<file path="src/logic/gatl_pkg.sv">
// package: constants and types of the gas alarm threshold logic
package gatl_pkg;
   // ************************************************************
   // timing
   // ************************************************************
   localparam int CLK_PERIOD_NS = 5;
   localparam int TICK_NS = 1000000;
   localparam int TICK_CYC = (TICK_NS + CLK_PERIOD_NS - 1) / CLK_PERIOD_NS;
   localparam int INHIBIT_S = 60;
   localparam int INHIBIT_MS = INHIBIT_S * 1000;
   localparam int IDLE_S = 300;
   localparam int IDLE_MS = IDLE_S * 1000;
   // ************************************************************
   // levels
   // ************************************************************
   localparam int SET_MAX_PCT = 70;
   localparam int HYST_PCT = 10;
   localparam int PCT_FULL = 100;
   localparam int SET_MIN = 1;
   localparam int FULL_SCALE_DEF = 1000;
   localparam int THR1_RST_DEF = 100;
   localparam int THR2_RST_DEF = 200;
   // ************************************************************
   // register map and fields
   // ************************************************************
   localparam logic [7:0] REG_CTRL = 8'h00;
   localparam logic [7:0] REG_CMD = 8'h04;
   localparam logic [7:0] REG_FAULT = 8'h08;
   localparam logic [7:0] REG_SET1 = 8'h0C;
   localparam logic [7:0] REG_SET2 = 8'h10;
   localparam logic [7:0] REG_STAT = 8'h14;
   localparam int CTRL_FIT = 2;
   localparam int FLT_ADAPTER = 0;
   localparam int FLT_BOARD = 1;
   localparam int FLT_ZERO = 2;
   localparam int FLT_CAL = 3;
   localparam int BTN_MENU = 2;
   localparam int BTN_INC = 1;
   localparam int BTN_DEC = 0;
   typedef enum logic [2:0] {SCR_NORMAL, SCR_THR1, SCR_DIR1, SCR_THR2, SCR_DIR2} gatl_screen_t;
endpackage

</file>
<file path="src/logic/gatl_chan_if.sv">
`timescale 1ns/100ps
// interface: one alarm channel between menu logic and its evaluator
interface gatl_chan_if #(parameter int W = 16);
   logic [W-1:0] conc;
   logic [W-1:0] thr;
   logic dir_fall;
   logic latch;
   logic man_reset;
   logic inhibit;
   logic active;
   modport ctrl (output conc, thr, dir_fall, latch, man_reset, inhibit, input active);
   modport chan (input conc, thr, dir_fall, latch, man_reset, inhibit, output active);
endinterface

</file>
<file path="src/logic/gatl_alarm_chan.sv">
`timescale 1ns/100ps
// module: evaluator of one alarm level with hysteresis and latching
module gatl_alarm_chan
   import gatl_pkg::*;
#(
   parameter int W = 16
)(
   input wire logic clk_sys,
   input wire logic rst_n,
   input wire logic ce,
   gatl_chan_if.chan bus
);
   localparam int W1 = W + 1;
   typedef struct packed {
      logic active;
      logic pend;
   } gatl_chan_st_t;
   gatl_chan_st_t st, next_st;
   logic [W:0] hyst;
   logic trig;
   logic clr_ok;
   always_comb begin
      hyst = W1'((32'(bus.thr) * HYST_PCT) / PCT_FULL);
      trig = bus.dir_fall ? (bus.conc <= bus.thr) : (bus.conc >= bus.thr);
      if (bus.dir_fall) begin
         clr_ok = {1'b0, bus.conc} > ({1'b0, bus.thr} + hyst);
      end else begin
         clr_ok = {1'b0, bus.conc} < ({1'b0, bus.thr} - hyst);
      end
      next_st = st;
      if (!st.active) begin
         next_st.active = trig && !bus.inhibit;
         next_st.pend = 1'b0;
      end else if (bus.latch) begin
         // a reset asked while gas is still present waits for it to go
         if ((st.pend || bus.man_reset) && !trig) begin
            next_st.active = 1'b0;
            next_st.pend = 1'b0;
         end else if (bus.man_reset) begin
            next_st.pend = 1'b1;
         end
      end else if (clr_ok) begin
         next_st.active = 1'b0;
      end
   end
   always_ff @(posedge clk_sys or negedge rst_n) begin
      if (!rst_n) begin
         st <= '0;
      end else if (ce) begin
         st <= next_st;
      end
   end
   assign bus.active = st.active;
endmodule

</file>
<file path="src/logic/gatl_top.sv">
`timescale 1ns/100ps
// module: two-level gas alarm evaluator with menu, faults and registers
//
// Contract
// - two set-points, step one up to seventy percent
// - alarms evaluated whether or not relays fitted
// - per-alarm rising or falling, resets to rising
// - at or above first set-point lights amber
// - at or above second set-point lights red
// - alarm clears by hysteresis or manual reset
// - fitted relays follow their alarms
// - no alarm rise for a minute after menu
// - threshold screen: up, down, menu stores
// - direction screen: up rising, down falling
// - screens in fixed order, last returns normal
// - flag lost sensor adapter link
// - flag lost sensor board link
// - flag failed zeroing
// - flag failed calibration
// - any fault drives fault terminal
// - five idle minutes leave the menu
module gatl_top
   import gatl_pkg::*;
#(
   parameter int CONC_W = 16,
   parameter int FULL_SCALE = FULL_SCALE_DEF,
   parameter int THR1_RST = THR1_RST_DEF,
   parameter int THR2_RST = THR2_RST_DEF,
   parameter int TICK_CYC_P = TICK_CYC,
   parameter int INHIBIT_MS_P = INHIBIT_MS,
   parameter int IDLE_MS_P = IDLE_MS
)(
   input wire logic clk_sys,
   input wire logic rst_n,
   input wire logic ce,
   input wire logic [CONC_W-1:0] conc,
   input wire logic btn_menu,
   input wire logic btn_inc,
   input wire logic btn_dec,
   input wire logic adapter_link_down,
   input wire logic board_link_down,
   input wire logic zero_fail,
   input wire logic cal_fail,
   input wire logic [7:0] reg_addr,
   input wire logic [31:0] reg_wdata,
   input wire logic reg_wr,
   input wire logic reg_rd,
   output logic [31:0] reg_rdata,
   output logic led_amber,
   output logic led_red,
   output logic relay1,
   output logic relay2,
   output logic fault_terminal
);
   // ************************************************************
   // sizes and limits
   // ************************************************************
   localparam int W = CONC_W;
   localparam int TW = $clog2(TICK_CYC_P + 1);
   localparam int IW = $clog2(IDLE_MS_P + 1);
   localparam int HW = $clog2(INHIBIT_MS_P + 1);
   localparam int SET_MAX_I = (FULL_SCALE * SET_MAX_PCT) / PCT_FULL;
   localparam logic [W-1:0] SET_MAX = W'(SET_MAX_I);
   localparam logic [W-1:0] SET_LO = W'(SET_MIN);
   localparam logic [W-1:0] THR1_R = W'(THR1_RST);
   localparam logic [W-1:0] THR2_R = W'(THR2_RST);
   localparam logic [TW-1:0] TICK_LAST = TW'(TICK_CYC_P - 1);
   localparam logic [IW-1:0] IDLE_LAST = IW'(IDLE_MS_P - 1);
   localparam logic [HW-1:0] INH_LOAD = HW'(INHIBIT_MS_P);

   if (W < 8 || W > 24) begin : g_chk_w
      $error("CONC_W must be 8 to 24");
   end
   if (FULL_SCALE < 2 || FULL_SCALE >= (1 << W)) begin : g_chk_fs
      $error("FULL_SCALE out of range");
   end
   if (SET_MAX_I < SET_MIN) begin : g_chk_max
      $error("set-point span empty");
   end
   if (THR1_RST < SET_MIN || THR1_RST > SET_MAX_I || THR2_RST < SET_MIN || THR2_RST > SET_MAX_I) begin : g_chk_rst
      $error("reset set-points out of span");
   end
   if (TICK_CYC_P < 1 || INHIBIT_MS_P < 1 || IDLE_MS_P < 1) begin : g_chk_cnt
      $error("timing counts must be at least one");
   end

   // ************************************************************
   // state
   // ************************************************************
   typedef struct packed {
      logic [2:0] btn_s1;
      logic [2:0] btn_s2;
      logic [2:0] btn_prev;
      logic [1:0] link_s1;
      logic [1:0] link_s2;
      gatl_screen_t scr;
      logic [1:0][W-1:0] thr;
      logic [1:0] dir;
      logic [W-1:0] edit;
      logic edit_dir;
      logic [TW-1:0] tick;
      logic [IW-1:0] idle;
      logic [HW-1:0] inh;
      logic [2:0] ctrl;
      logic [1:0] rst_req;
      logic [3:0] flt;
      logic [31:0] rdata;
      logic amber;
      logic red;
      logic rel1;
      logic rel2;
      logic fterm;
   } gatl_top_st_t;

   gatl_top_st_t st, next_st;
   logic [2:0] press;
   logic tick_hit;
   logic timeout;
   logic sel;
   logic inhibit;
   logic [1:0] act;
   logic [3:0] flt_set;
   logic [3:0] flt_clr;

   // ************************************************************
   // alarm channels
   // ************************************************************
   gatl_chan_if #(.W(W)) chan_bus [2] ();

   for (genvar g = 0; g < 2; g++) begin : g_chan
      assign chan_bus[g].conc = conc;
      assign chan_bus[g].thr = st.thr[g];
      assign chan_bus[g].dir_fall = st.dir[g];
      assign chan_bus[g].latch = st.ctrl[g];
      assign chan_bus[g].man_reset = st.rst_req[g];
      assign chan_bus[g].inhibit = inhibit;
      assign act[g] = chan_bus[g].active;
      gatl_alarm_chan #(
         .W(W)
      ) u_chan (
         .clk_sys(clk_sys),
         .rst_n(rst_n),
         .ce(ce),
         .bus(chan_bus[g])
      );
   end

   // ************************************************************
   // next state
   // ************************************************************
   always_comb begin
      next_st = st;
      // buttons have no debounce here; the pins are expected clean
      press = st.btn_s2 & ~st.btn_prev;
      tick_hit = (st.tick == TICK_LAST);
      timeout = tick_hit && (st.idle == IDLE_LAST);
      sel = (st.scr == SCR_THR2) || (st.scr == SCR_DIR2);
      inhibit = (st.scr != SCR_NORMAL) || (st.inh != '0);
      next_st.btn_s1 = {btn_menu, btn_inc, btn_dec};
      next_st.btn_s2 = st.btn_s1;
      next_st.btn_prev = st.btn_s2;
      next_st.link_s1 = {board_link_down, adapter_link_down};
      next_st.link_s2 = st.link_s1;
      next_st.tick = tick_hit ? '0 : st.tick + 1'b1;

      // inhibit keeps counting down in normal operation only
      if (tick_hit && st.inh != '0 && st.scr == SCR_NORMAL) begin
         next_st.inh = st.inh - 1'b1;
      end

      if (press != 3'h0) begin
         next_st.idle = '0;
      end else if (tick_hit) begin
         next_st.idle = st.idle + 1'b1;
      end

      case (st.scr)
         SCR_NORMAL: begin
            next_st.idle = '0;
            if (press[BTN_MENU]) begin
               next_st.scr = SCR_THR1;
               next_st.edit = st.thr[0];
            end
         end
         SCR_THR1, SCR_THR2: begin
            if (press[BTN_MENU]) begin
               next_st.thr[sel] = st.edit;
               next_st.edit_dir = st.dir[sel];
               next_st.scr = sel ? SCR_DIR2 : SCR_DIR1;
            end else if (press[BTN_INC]) begin
               if (st.edit < SET_MAX) begin
                  next_st.edit = st.edit + 1'b1;
               end
            end else if (press[BTN_DEC]) begin
               if (st.edit > SET_LO) begin
                  next_st.edit = st.edit - 1'b1;
               end
            end
         end
         SCR_DIR1, SCR_DIR2: begin
            if (press[BTN_MENU]) begin
               next_st.dir[sel] = st.edit_dir;
               if (sel) begin
                  next_st.scr = SCR_NORMAL;
                  next_st.inh = INH_LOAD;
               end else begin
                  next_st.scr = SCR_THR2;
                  next_st.edit = st.thr[1];
               end
            end else if (press[BTN_INC]) begin
               next_st.edit_dir = 1'b0;
            end else if (press[BTN_DEC]) begin
               next_st.edit_dir = 1'b1;
            end
         end
         default: begin
            next_st.scr = SCR_NORMAL;
         end
      endcase

      // an idle timeout drops the screen being edited unsaved
      if (st.scr != SCR_NORMAL && timeout && press == 3'h0) begin
         next_st.scr = SCR_NORMAL;
         next_st.inh = INH_LOAD;
      end

      // ************************************************************
      // register writes
      // ************************************************************
      next_st.rst_req = 2'h0;
      flt_clr = 4'h0;
      if (reg_wr) begin
         case (reg_addr)
            REG_CTRL: begin
               next_st.ctrl = reg_wdata[2:0];
            end
            REG_CMD: begin
               next_st.rst_req = reg_wdata[1:0];
            end
            REG_FAULT: begin
               flt_clr = reg_wdata[3:0];
            end
            default: begin
               next_st.rst_req = 2'h0;
            end
         endcase
      end

      // set wins over a clear in the same cycle; a lost link keeps its flag up
      flt_set[FLT_ADAPTER] = st.link_s2[0];
      flt_set[FLT_BOARD] = st.link_s2[1];
      flt_set[FLT_ZERO] = zero_fail;
      flt_set[FLT_CAL] = cal_fail;
      next_st.flt = (st.flt & ~flt_clr) | flt_set;
      next_st.fterm = |next_st.flt;

      // ************************************************************
      // indicators and relays
      // ************************************************************
      next_st.amber = act[0];
      next_st.red = act[1];
      next_st.rel1 = act[0] && st.ctrl[CTRL_FIT];
      next_st.rel2 = act[1] && st.ctrl[CTRL_FIT];

      // ************************************************************
      // register reads
      // ************************************************************
      next_st.rdata = 32'h0;
      if (reg_rd) begin
         case (reg_addr)
            REG_CTRL: begin
               next_st.rdata = {29'h0, st.ctrl};
            end
            REG_FAULT: begin
               next_st.rdata = {28'h0, st.flt};
            end
            REG_SET1: begin
               next_st.rdata = 32'(st.thr[0]);
            end
            REG_SET2: begin
               next_st.rdata = 32'(st.thr[1]);
            end
            REG_STAT: begin
               next_st.rdata = {24'h0, st.scr, inhibit, st.dir, act};
            end
            default: begin
               next_st.rdata = 32'h0;
            end
         endcase
      end
   end

   // ************************************************************
   // registers
   // ************************************************************
   always_ff @(posedge clk_sys or negedge rst_n) begin
      if (!rst_n) begin
         st <= '0;
         st.thr <= {THR2_R, THR1_R};
      end else if (ce) begin
         st <= next_st;
      end
   end

   assign reg_rdata = st.rdata;
   assign led_amber = st.amber;
   assign led_red = st.red;
   assign relay1 = st.rel1;
   assign relay2 = st.rel2;
   assign fault_terminal = st.fterm;
endmodule

</file>
<file path="config.mk">
export PLATFORM = sky130hd
export DESIGN_NAME = gatl_top
export DESIGN_NICKNAME = d
export VERILOG_FILES = /design/src/logic/gatl_pkg.sv /design/src/logic/gatl_chan_if.sv /design/src/logic/gatl_alarm_chan.sv /design/src/logic/gatl_top.sv
export SDC_FILE = /design/constraint.sdc
export NUM_CORES = 1
export LEC_CHECK = 0
export ABC_AREA = 1
export BUFFER_PORTS_ARGS = -buffer_cell sky130_fd_sc_hd__buf_2
export CELL_PAD_IN_SITES_DETAIL_PLACEMENT = 1
export CELL_PAD_IN_SITES_GLOBAL_PLACEMENT = 1
export CORE_UTILIZATION = 25
export DETAILED_ROUTE_END_ITERATION = 8
export GPL_TIMING_DRIVEN = 0
export PLACE_DENSITY = 0.53
export SLEW_MARGIN = 30
export SYNTH_ARGS = -nofsm -noshare
export SYNTH_HDL_FRONTEND = slang
export SYNTH_SLANG_ARGS = --single-unit
export TNS_END_PERCENT = 5
</file>
<file path="constraint.sdc">
create_clock -name clk_sys -period 11.93 [get_ports clk_sys]
set_clock_uncertainty 0.15 [all_clocks]
set_input_delay 0.5965 -clock clk_sys [delete_from_list [all_inputs] [get_ports clk_sys]]
set_output_delay 0.5965 -clock clk_sys [all_outputs]
set_load 0.05 [all_outputs]
</file>
==> impl_metrics.py <==
metrics = {
    "worst_setup_path": {
        "cp_top_family": "simple AND/OR/NAND/NOR gates",
        "crit_arrival_ns": 12.13,
        "critical_path_class": "reg2reg",
        "rr_worst_depth": 90,
        "r2r_start": "chan_bus[0].thr[2]",
        "worst-path-buf-inv": 9,
        "regToRegEndpoint": "g_chan[0].u_chan.bus.active",
        "startpoint": "chan_bus[0].thr[2]",
        "cp-start-kind": "register",
        "endpoint_kind": "register",
        "slowest_stage": "dfstp_2",
        "max_stage_delay_ns": 0.61,
        "critPathRequiredTime_ns": 12.15,
        "cp_common_cell": "nand2_2",
        "r2r_slack_ns": 0.02,
        "path_max_fanout": 8,
    },
    "global_routing": {
        "grt_pass1_vias": 19621,
        "grt_pass1_wl_mm": 104,
        "track_usage_pct": 17.2,
        "gr-total-overflow": 0,
        "antenna_found_initial": 3,
        "grt_max_degree": 81,
    },
    "clocking": {
        "cts_tree": "built",
        "clock_latency_ns": 0.44,
        "cts_max_level": 4,
        "clk_pin_slew_ns": 0.07,
        "cts_sinks": 154,
        "cts_root_buffer": "clkbuf_16",
        "cts_buffers": 17,
        "clock_path_buffers": 2,
    },
    "yosys": {
        "async_flop_share_pct": 100,
        "yosys_warnings": 0,
        "synth-edff-count": 0,
        "synth_ff_type": "dfrtp_1",
        "synth_seq_cells": 154,
        "synthCells": 2797,
        "yosysSeqAreaShare_pct": 20.8,
        "synth_area_sq_mm": 0.0186,
        "synth_cell_types": 65,
        "syn_area_per_cell_sq_um": 6.64,
    },
    "sta": {
        "setup_ws_ns": 0.0161,
        "hold_violations": 0,
        "drv_slew": 0,
        "finalSetupViolations": 0,
        "slew_headroom_pct": 44.9,
        "fmax_ghz": 0.0839,
        "min_period_ns": 11.91,
        "fin_crit_sh_pct": 99.9,
        "tightest_slew_ns": 0.824,
        "rsz0062_at_grt": "true",
    },
    "cells_and_area": {
        "design_area_sq_mm": 0.0229,
        "layout.nets": 3289,
        "drive_gt1_share_pct": 21.7,
        "area_growth_pct": 23.2,
    },
    "route": {
        "ant_nets": 0,
        "first_iter_violations": 665,
        "wl_per_cell_um": 16.6,
        "drc": 6,
        "dr.pass1.iters": 7,
        "vias": 19039,
        "drt_wl_total_mm": 66.2,
        "vias_per_cell": 4.79,
    },
    "die": {
        "die_area_sq_mm": 0.0754,
        "die_x_um": 275,
        "num_io_pins": 105,
        "die_y_um": 275,
        "core_area_sq_mm": 0.0732,
        "initial_core_util_pct": 25.4,
        "fp-row-count": 99,
    },
    "place": {
        "port_buffers": 58,
        "post-place-ws_ns": -1.48,
        "placed_cell_area_sq_mm": 0.0202,
        "gp_congestion": 0.866,
        "hpwl_mm": 52.6,
    },
    "run_status": {
        "status": "finished, violations left",
        "violations": "design-rule violations",
    },
    "min_path": {
        "min_to": "next_st[154]",
        "hold_path_depth": 3,
        "hold_path_class": "in2reg",
        "worstHoldStart": "board_link_down",
    },
    "flow_run": {
        "drv_cap": 0,
    },
}
==> layer usage <==
| metal | vias up | GRT usage, % | wire length, um | part of all wire [%] |
|---|---|---|---|---|
| met4 | 0 | 4.66 | 1710 | 2.6 |
| met3 | 77 | 1.55 | 1200 | 1.8 |
| met1 | 9184 | 22.5 | 31300 | 47 |
| met5 | - | 0 | 0 | 0 |
| met2 | 185 | 29.9 | 32000 | 48 |
| li1 | 9593 | - | - | - |
==> worst max-delay path by stage <==
stage / to / depth (start not counted)
4_1_cts: g_chan[0].u_chan.bus.active / 95
6_report: g_chan[0].u_chan.bus.active / 90
2_1_floorplan: g_chan[0].u_chan.bus.active / 88
3_5_place_dp: g_chan[0].u_chan.bus.active / 85
5_1_grt: g_chan[0].u_chan.bus.active / 93
3_3_place_gp: g_chan[0].u_chan.bus.active / 87
==> per-stage QoR <==
step                utilization, %  hold slack, ns  instances  setup TNS (ns)
floorplan                        -           0.151       2812               0
global placement              27.5           0.304       3829           -1.57
detailed placement            27.6           0.314       3831           -2.19
CTS                           29.5           0.189       3918          -0.254
global route                  31.2           0.195       3974           -1.54
finish                        31.2           0.206       3976               0
==> state kept, by name, summed over array words and instances (netlist names) <==
register,count
reg_rdata,16
relay1,1
relay2,1
led_amber,1
st,81
chan_bus.latch,2
chan_bus.man_reset,2
fault_terminal,1
flt_set,2
chan_bus.dir_fall,2
next_st,8
chan_bus.thr,32
led_red,1
g_chan.u_chan.bus.active,2
g_chan.u_chan.st,2
==> final cells by class <==
| class | instances | area, sq um |
|---|---|---|
| inverter | 441 | 1660 |
| sequential | 154 | 3880 |
| fill | 9158 | 50300 |
| clock inverter | 14 | 173 |
| tap | 959 | 1200 |
| timing repair buffer | 169 | 1200 |
| buffer | 66 | 368 |
| clock buffer | 18 | 429 |
| antenna | 3 | 7.51 |
| multi-input combinational | 2152 | 14000 |
==> cells in the mapped netlist (4+ instances only) <==
library cell,number,area (sq um)
or2_2,7,43.8
o221ai_1,17,149
dfrtp_1,148,3700
xnor2_1,13,114
inv_1,419,1570
nor3b_1,4,30.0
dfstp_2,6,158
xor2_1,84,736
o31ai_1,11,82.6
nor3_1,48,240
nand3_2,12,120
nor2_2,20,125
o21bai_1,33,248
nand4_2,6,75.1
nand3_1,197,986
a21oi_1,164,821
nand2_4,18,203
o211ai_1,7,52.6
nand2_1,656,2460
nand4_1,57,357
clkbuf_1,31,116
fa_1,6,120
o21ai_2,4,35.0
nor2_1,176,661
nor4_1,12,75.1
a211oi_1,10,75.1
nand3b_1,9,67.6
nor2_4,7,78.8
a221oi_1,5,43.8
o21ai_1,6,30.0
o21ai_0,153,766
o21a_1,5,37.5
buf_4,32,240
inv_2,19,71.3
ha_1,214,2680
a31oi_1,11,68.8
nand2_2,101,632
o22ai_1,29,181
==> placed cells by master (no fill, tap or decap), types with 12 or more instances in the layout <==
master / Yosys / routed
a21oi_1: 164 / 138
a21oi_2: 2 / 24
buf_2: 0 / 57
buf_4: 32 / 137
clkbuf_1: 31 / 32
clkbuf_16: 0 / 17
conb_1: 1 / 16
dfrtp_1: 148 / 135
dfrtp_2: 0 / 13
ha_1: 214 / 193
ha_4: 0 / 14
inv_1: 419 / 406
inv_2: 19 / 30
nand2_1: 656 / 587
nand2_2: 101 / 130
nand2_4: 18 / 57
nand3_1: 197 / 174
nand3_2: 12 / 27
nand4_1: 57 / 57
nor2_1: 176 / 165
nor2_2: 20 / 18
nor2_4: 7 / 20
nor3_1: 48 / 47
o21ai_0: 153 / 138
o21ai_1: 6 / 14
o21bai_1: 33 / 22
o221ai_1: 17 / 17
o22ai_1: 29 / 29
xnor2_1: 13 / 12
xor2_1: 84 / 82
==> worst reg2reg max path: cells and delay by family, from the launching register on <==
kind,cells,cell delay (ns)
and+or+nand+nor,61,6.56
DFF,1,0.61
AOI/OAI and AO/OA,13,1.93
xor gates and xnor gates,1,0.15
buffers and inverters,9,0.99
adders and majority gates,6,1.50
==> repair_timing <==
action	4_1_cts	5_1_grt
pin swaps	52	137
resized for setup	100	210
cloned	1	0
hold buffers	1	0
endpoints found under the setup margin	2	2
setup buffers	53	55
hold endpoints to repair	5	0
==> cell families after synthesis <==
family                   synth area share (%)
AO/OA/AOI/OAI                            15.0
XOR/XNOR                                 4.66
adder cells (fa/ha/maj)                  15.1
buffers and inverters                    10.9
flip-flops                               20.8
other                                  0.0202
AND/OR/NAND/NOR                          33.6
Power is left out: the tool's default activity adds up to more than one toggle a clock period on the data nets, which glitch-free logic cannot reach.
